## src/rtl/wwrs_pkg.sv

```systemverilog
// Purpose: constants and types for the windowed watchdog reset supervisor
// Assumes: core_clk at 100 MHz
// Notes:   window option tables give microseconds, converted to counts of a 10 us timebase tick
`default_nettype none
package wwrs_pkg;

  localparam int unsigned CLK_HZ          = 100_000_000;
  localparam int unsigned TICK_US         = 10;
  localparam int unsigned TICK_CYC        = CLK_HZ / 1_000_000 * TICK_US;
  // wide enough for the longest slow window in ticks
  localparam int unsigned TCNT_W          = 23;

  // fault pulse, reset timeout and manual reset timing
  localparam int unsigned FAULT_PULSE_US  = 1000;
  localparam int unsigned RESET_TMO_MS    = 100;
  localparam int unsigned MR_MIN_NS       = 1000;
  localparam int unsigned MR_MIN_CYC      = (MR_MIN_NS * (CLK_HZ / 1_000_000) + 999) / 1000;
  localparam int unsigned FAULT_TICKS     = FAULT_PULSE_US / TICK_US;
  localparam int unsigned RESET_TICKS     = RESET_TMO_MS * 1000 / TICK_US;

  // window options A..H, fast limit max and slow limit min in microseconds
  typedef logic [2:0] wwrs_opt_t;
  localparam logic [31:0] FAST_US [8] = '{32'h0000_05DC, 32'h0000_3A98, 32'h0000_3A98, 32'h0000_3A98,
                                           32'h0000_3A98, 32'h0000_59D8, 32'h0000_9858, 32'h000A_F8B8};
  localparam logic [31:0] SLOW_US [8] = '{32'h0000_2710, 32'h0001_86A0, 32'h0004_93E0, 32'h0098_9680,
                                           32'h0393_8700, 32'h0000_B798, 32'h0001_4050, 32'h0013_D620};

  typedef enum logic [2:0] {
    WD_ARMED = 3'b001,
    WD_RUN   = 3'b010,
    WD_FAULT = 3'b100
  } wwrs_wd_state_t;

  typedef struct packed {
    logic kick;
    logic mr_n;
  } wwrs_sync_t;

endpackage
`default_nettype wire

```

## src/rtl/wwrs_sync.sv

```systemverilog
// Purpose: two-flop synchroniser bank for pin inputs
// Assumes: inputs asynchronous to core_clk
// Notes:   first stage is read only by the second
`timescale 1ns/100ps
`default_nettype none
module wwrs_sync
  import wwrs_pkg::*;
(
  input  wire logic       core_clk,
  input  wire logic       rst,
  input  wire wwrs_sync_t async_in,
  output var  wwrs_sync_t sync_out
);

  wwrs_sync_t meta;
  wwrs_sync_t next_meta;
  wwrs_sync_t next_sync;

  always_comb begin
    next_meta = async_in;
    next_sync = meta;
  end

  // idle-high reset value keeps a fake edge out of release
  always_ff @(posedge core_clk) begin
    if (rst) begin
      meta     <= '{kick: 1'b1, mr_n: 1'b1};
      sync_out <= '{kick: 1'b1, mr_n: 1'b1};
    end else begin
      meta     <= next_meta;
      sync_out <= next_sync;
    end
  end

endmodule
`default_nettype wire

```

## src/rtl/wwrs_top.sv

```systemverilog
// Purpose: windowed watchdog with reset generator
// Assumes: supply_ok comes from an analog comparator, active high
// Notes:   all timing from a free-running 10 us tick except the manual reset filter, which counts core_clk cycles
//
// How it works
// - the interval timer clears on an in-window falling edge and when reset or fault pulse deasserts.
// - a falling edge inside the window produces no fault pulse.
// - an edge too early or a missing edge too late drives the fault pulse low for about 1 ms.
// - two falling edges closer than the fast limit raise a fast fault.
// - no falling edge before the slow limit raises a slow fault.
// - the fault pulse stays inactive while reset is asserted.
// - watchdog input pulses are ignored while reset or fault pulse is asserted.
// - the first falling edge after reset or fault pulse deasserts skips the fast check.
// - a watchdog fault by itself never asserts reset.
// - reset asserts on supply undervoltage or a held-low manual reset input.
// - reset stays asserted at least 100 ms after supply is good and manual reset released.
// - manual reset lows shorter than 1 us are rejected as glitches.
// - a fault pulse looped to manual reset yields a full reset timeout.
`timescale 1ns/100ps
`default_nettype none
module wwrs_top
  import wwrs_pkg::*;
#(
  parameter wwrs_opt_t          WINDOW_OPT  = 3'h0,
  parameter logic [TCNT_W-1:0]  FAULT_LEN   = TCNT_W'(FAULT_TICKS),
  parameter logic [TCNT_W-1:0]  RESET_LEN   = TCNT_W'(RESET_TICKS),
  parameter logic [TCNT_W-1:0]  TICK_LEN    = TCNT_W'(TICK_CYC)
)(
  input  wire logic core_clk,
  input  wire logic rst,
  input  wire logic supply_ok,
  input  wire logic watchdog_kick_in,
  input  wire logic manual_reset_n,
  output logic      reset_n,
  output logic      watchdog_fault_pulse_n
);

  // ----------------------------------------
  // helpers
  // ----------------------------------------
  function automatic logic [TCNT_W-1:0] us_to_ticks(input logic [31:0] us);
    us_to_ticks = TCNT_W'(us / TICK_US);
  endfunction

  localparam logic [TCNT_W-1:0] FAST_LIM = us_to_ticks(FAST_US[WINDOW_OPT]);
  localparam logic [TCNT_W-1:0] SLOW_LIM = us_to_ticks(SLOW_US[WINDOW_OPT]);

  // ----------------------------------------
  // input sync and timebase
  // ----------------------------------------
  wwrs_sync_t pins;
  wwrs_sync_t syn;
  logic       supply_meta;
  logic       supply_sync;
  logic [TCNT_W-1:0] tick_cnt;
  logic [TCNT_W-1:0] next_tick_cnt;
  logic       tick;
  logic       kick_d;
  logic       kick_fall;

  assign pins = '{kick: watchdog_kick_in, mr_n: manual_reset_n};

  wwrs_sync u_sync (
    .core_clk (core_clk),
    .rst      (rst),
    .async_in (pins),
    .sync_out (syn)
  );

  assign tick      = (tick_cnt == TICK_LEN - 1'b1);
  assign kick_fall = kick_d & ~syn.kick;

  always_comb begin
    next_tick_cnt = tick ? '0 : tick_cnt + 1'b1;
  end

  always_ff @(posedge core_clk) begin
    if (rst) begin
      tick_cnt    <= '0;
      kick_d      <= 1'b1;
      supply_meta <= 1'b0;
      supply_sync <= 1'b0;
    end else begin
      tick_cnt    <= next_tick_cnt;
      kick_d      <= syn.kick;
      supply_meta <= supply_ok;
      supply_sync <= supply_meta;
    end
  end

  // ----------------------------------------
  // manual reset filter and reset timeout
  // ----------------------------------------
  logic [7:0]        mr_low_cnt;
  logic [7:0]        next_mr_low_cnt;
  logic              mr_hold;
  logic              next_mr_hold;
  logic [TCNT_W-1:0] rst_cnt;
  logic [TCNT_W-1:0] next_rst_cnt;
  logic              next_reset_n;
  logic              rst_cause;

  // glitch filter: reset only after the input stays low the full minimum width
  always_comb begin
    next_mr_low_cnt = syn.mr_n ? 8'h00 : mr_low_cnt;
    next_mr_hold    = mr_hold;
    if (!syn.mr_n && mr_low_cnt != 8'(MR_MIN_CYC)) begin
      next_mr_low_cnt = mr_low_cnt + 8'h01;
    end
    if (!syn.mr_n && mr_low_cnt == 8'(MR_MIN_CYC - 1)) begin
      next_mr_hold = 1'b1;
    end else if (syn.mr_n) begin
      next_mr_hold = 1'b0;
    end
  end

  assign rst_cause = ~supply_sync | mr_hold;

  always_comb begin
    next_rst_cnt = rst_cnt;
    next_reset_n = reset_n;
    if (rst_cause) begin
      next_rst_cnt = '0;
      next_reset_n = 1'b0;
    end else if (!reset_n && tick) begin
      // one extra tick: the first tick may be partial, so the hold never falls short
      if (rst_cnt >= RESET_LEN) begin
        next_reset_n = 1'b1;
      end else begin
        next_rst_cnt = rst_cnt + 1'b1;
      end
    end
  end

  always_ff @(posedge core_clk) begin
    if (rst) begin
      mr_low_cnt <= 8'h00;
      mr_hold    <= 1'b0;
      rst_cnt    <= '0;
      reset_n    <= 1'b0;
    end else begin
      mr_low_cnt <= next_mr_low_cnt;
      mr_hold    <= next_mr_hold;
      rst_cnt    <= next_rst_cnt;
      reset_n    <= next_reset_n;
    end
  end

  // ----------------------------------------
  // windowed watchdog
  // ----------------------------------------
  wwrs_wd_state_t    wd_state;
  wwrs_wd_state_t    next_wd_state;
  logic [TCNT_W-1:0] wd_cnt;
  logic [TCNT_W-1:0] next_wd_cnt;
  logic              next_fault_n;

  // fault pulse is independent of reset; reset only holds it idle
  always_comb begin
    next_wd_state = wd_state;
    next_wd_cnt   = wd_cnt;
    next_fault_n  = watchdog_fault_pulse_n;
    if (!reset_n) begin
      next_wd_state = WD_ARMED;
      next_wd_cnt   = '0;
      next_fault_n  = 1'b1;
    end else begin
      case (wd_state)
        WD_ARMED, WD_RUN: begin
          if (tick && wd_cnt != SLOW_LIM) begin
            next_wd_cnt = wd_cnt + 1'b1;
          end
          if (kick_fall) begin
            if (wd_state == WD_RUN && wd_cnt < FAST_LIM) begin
              next_wd_state = WD_FAULT;
              next_wd_cnt   = '0;
              next_fault_n  = 1'b0;
            end else begin
              next_wd_state = WD_RUN;
              next_wd_cnt   = '0;
            end
          end else if (wd_cnt >= SLOW_LIM) begin
            next_wd_state = WD_FAULT;
            next_wd_cnt   = '0;
            next_fault_n  = 1'b0;
          end
        end
        WD_FAULT: begin
          // kick edges are dropped here
          if (tick) begin
            if (wd_cnt >= FAULT_LEN - 1'b1) begin
              next_wd_state = WD_ARMED;
              next_wd_cnt   = '0;
              next_fault_n  = 1'b1;
            end else begin
              next_wd_cnt = wd_cnt + 1'b1;
            end
          end
        end
        default: begin
          next_wd_state = WD_ARMED;
          next_wd_cnt   = '0;
          next_fault_n  = 1'b1;
        end
      endcase
    end
  end

  always_ff @(posedge core_clk) begin
    if (rst) begin
      wd_state               <= WD_ARMED;
      wd_cnt                 <= '0;
      watchdog_fault_pulse_n <= 1'b1;
    end else begin
      wd_state               <= next_wd_state;
      wd_cnt                 <= next_wd_cnt;
      watchdog_fault_pulse_n <= next_fault_n;
    end
  end

endmodule
`default_nettype wire

```

## config.mk

```make
export PLATFORM = sky130hd
export DESIGN_NAME = wwrs_top
export DESIGN_NICKNAME = d
export VERILOG_FILES = /design/src/rtl/wwrs_pkg.sv /design/src/rtl/wwrs_sync.sv /design/src/rtl/wwrs_top.sv
export SDC_FILE = /design/constraint.sdc
export NUM_CORES = 1
export LEC_CHECK = 0
export BUFFER_PORTS_ARGS = -buffer_cell sky130_fd_sc_hd__buf_2
export CORE_ASPECT_RATIO = 1.5
export CORE_MARGIN = 2
export CORE_UTILIZATION = 62
export DETAILED_ROUTE_END_ITERATION = 8
export PLACE_DENSITY = 0.77
export SYNTH_ARGS = -nofsm -noshare
export SYNTH_HDL_FRONTEND = slang
export SYNTH_HIERARCHICAL = 1
export SYNTH_SLANG_ARGS = --single-unit
```

## constraint.sdc

```tcl
create_clock -name core_clk -period 2.8 [get_ports core_clk]
set_clock_uncertainty 0.15 [all_clocks]
set_input_delay 0.42 -clock core_clk [delete_from_list [all_inputs] [get_ports core_clk]]
set_output_delay 0.42 -clock core_clk [all_outputs]
set_load 0.005 [all_outputs]
```

==> summary.txt <==
====================================================================================================
Detailed Place HPWL                                                                          5350 um
Final setup violation count                                                                        0
Vias in the first global route                                                                  3207
Share of final-layout standard cells stronger than drive strength 1                           0.0805
Number of synthesized flops with an enable pin                                                     0
Inst Count DP                                                                                    530
CP endpoint kind                                                                           flip-flop
Number of inserted filler cells in the final layout                                              496
Worst-path cell chain                                                                   nor4_1 > nand4_1 > or4_1 > a21oi_2 > o21ai_1 > buf_4 > a21oi_1
DR vias                                                                                         3211
Area Overhead vs Synth                                                                         8.91%
Core occupancy in the finished layout                                                          0.698
Category of the worst setup path launch point                                              flip-flop
Most area-hungry cell type in the Yosys netlist                                              dfxtp_1
Final routed DRC violation total                                                                   0
Initial antenna violation count                                                                    0
Commonest cells in the netlist                                                          dfxtp_1 (90), nor2_1 (73), xor2_1 (32), nand3_1 (27), nand2_1 (26)
Antenna violation net count after detailed routing                                                 0
Row count                                                                                         35
Routed wire length per instance                                                              13.6 um
Die Width                                                                                    69.2 um
Combined area of all synthesized cells                                                  0.00396 mm^2
Buffers plus inverters on the worst setup path                                                     1
Max capacitance violation total                                                                    0
Wire length of the first global-routing pass                                                13300 um
Proportion of register bits with asynchronous set or reset after synthesis                         0
Die Y-Extent                                                                                  102 um
Number of vias per cell                                                                         5.88
Maximum number of pins on one net before global-route repair                                      24
# nets final                                                                                     478
Setup slack, reg-to-reg                                                                      0.29 ns
Area of the die                                                                         0.00705 mm^2
Critical Path Max Stage Delay                                                                0.61 ns
Final max-slew violation count                                                                     0
Num Clock Sinks                                                                                   90
Relative slew slack                                                                            0.586
Clock-pin slew reported for the worst setup and hold paths after clock tree synthesis        0.09 ns
RSZ-0062 raised after global routing                                                           false
Synthesized instance count                                                                       457
Num CTS Buffers                                                                                    9
Max Clock Freq                                                                               399 MHz
Cell with the largest stage delay on the worst path                                            or4_1
Share of the yosys chip area belonging to registers                                            0.455
Initial standard-cell utilization of the core                                                  0.641
Power per cell area                                                                      548 mW/mm^2
Distinct cell type count after synthesis                                                          44
TritonCTS clock tree                                                                           built
Root buf cell                                                                               clkbuf_8
Drt pass-1 iters                                                                                   5
Synthesized area divided by synthesized cell count                                         8.66 um^2
Total of buffers placed on input and output ports                                                  6
Status                                                                                     completed
Gp weighted congestion                                                                         0.847
Top Family by Delay on Critical Path                                                    simple AND/OR/NAND/NOR gates
Count of boundary I/O pins                                                                         7
Top-count cell post-synth                                                                    dfxtp_1
CP arrival                                                                                   2.64 ns
Critical-path maximum fanout                                                                      21
Hold violation count in the final report                                                           0
Post-Syn Nets                                                                                    468
Prevailing post-synth register cell                                                          dfxtp_1
Synthesis Warnings                                                                                 6
Slew at the pin closest to its max-slew limit                                               0.616 ns
1st-iter DRT viols                                                                               184
Skew-Pair Late Insertion Delay                                                               0.35 ns
Overall routing resource usage                                                                 0.227
Total core area                                                                         0.00617 mm^2
Min-Delay Path Class                                                                       in -> reg
Required time at the worst-slack endpoint                                                    2.94 ns
Kind of critical path                                                                     reg -> reg
Final Non-Filler Cells                                                                           546
Grt total ovfl                                                                                     0
Total negative setup slack                                                                      0 ns
Total of hold buffers inserted after clock tree synthesis                                          0
Routed WL                                                                                    7440 um
Buffer depth of the longest clock path                                                             2
Register bit total from synthesis                                                                 90
Level count of the clock H-tree                                                                    3
LEAKAGE                                                                                   0.00152 uW
Tmin final                                                                                   2.51 ns
Part of the cycle the worst path needs                                                         0.895
Worst IR Drop VDD                                                                         0.000501 V
Proportion of netlist area held by the largest area contributor                                0.455
Number of antenna diodes                                                                           0
Most area-consuming cells after synthesis                                               dfxtp_1 (46%), xor2_1 (7.1%), nor2_1 (6.9%)
====================================================================================================
## placed cells by master (no fill, tap or decap), types with 7 or more instances in the layout
cell type,n
clkbuf_8,9
or3_1,11
xnor2_1,14
o21ai_0,19
a21oi_1,15
nor4_1,10
nor3_1,9
and3_1,24
nor2b_1,8
dfxtp_1,90
and4_1,7
xor2_1,32
nand4_1,9
inv_1,12
nand2_1,26
nor2_1,73
nand3_1,27
## metal layers
layer  GRT usage  share of wire  vias up
li1            -              -     1616
met1       0.245           0.41     1508
met2       0.430           0.53       67
met3      0.0325          0.033       20
met4       0.119          0.023        0
met5           0              0        -
## path summary, 6_finish.rpt
| path | startpoint | endpoint | cells past startpoint |
|---|---|---|---|
| hold reg to reg | u_sync/meta[1] | u_sync/sync_out[1] | 1 |
| setup reg to reg | wd_cnt[15] | wd_cnt[14] | 7 |
| setup / recovery | wd_cnt[15] | wd_cnt[14] | 7 |
| hold / removal | watchdog_kick_in | u_sync/meta[1] | 2 |
## flip-flops by register name (all words and copies together) (netlist names)
register                count
wd_state                    3
supply_meta                 1
watchdog_fault_pulse_n      1
u_sync/meta                 2
rst_cnt                    23
tick_cnt                   23
reset_n                     1
u_sync/sync_out             2
mr_low_cnt                  8
wd_cnt                     23
kick_d                      1
mr_hold                     1
supply_sync                 1
## cells by family after synthesis
family | Yosys count | share of synthesized area
DFF | 90 | 0.455
AOI/OAI and AO/OA | 59 | 0.0951
xor gates and xnor gates | 46 | 0.102
muxes | 2 | 0.00506
buffers and inverters | 25 | 0.0247
and+or+nand+nor | 229 | 0.299
adders and majority gates | 6 | 0.0190
## cell type report
type | count | area (um^2) | share of cell area
multi-input combinational | 342 | 2060 | 0.479
inverter | 12 | 45.0 | 0.0104
tap | 74 | 92.6 | 0.0215
clock inverter | 5 | 103 | 0.0238
clock buffer | 11 | 131 | 0.0305
timing repair buffer | 12 | 75.1 | 0.0174
sequential | 90 | 1800 | 0.418
## repair_timing
| action | in CTS | in global routing |
|---|---|---|
| gates resized for setup | 0 | 1 |
| buffers inserted | 0 | 0 |
| hold endpoints to repair | 0 | 0 |
| endpoints found under the setup margin | 0 | 2 |
## report_power, final
group / total (uW) / leakage (uW) / switching [uW] / internal, uW
Clock: 1030 / 0.000114 / 438 / 592
Combinational: 40.7 / 0.000682 / 26.0 / 14.8
Sequential: 1290 / 0.000727 / 5.95 / 1290
Total: 2360 / 0.00152 / 470 / 1890
## stage by stage
step | cell area [um^2] | total power (uW) | setup WS [ns] | hold slack (ns)
6_report | 4310 | 2360 | 0.294 | 0.0967
5_1_grt | 4310 | 2440 | 0.0818 | 0.0916
2_1_floorplan | 3960 | 1350 | 0.608 | 0.233
3_5_place_dp | 4070 | 1360 | 0.268 | 0.243
4_1_cts | 4310 | 2380 | 0.242 | 0.0845
3_3_place_gp | 4070 | 1360 | 0.288 | 0.238
(Power assumes the default switching activity.)
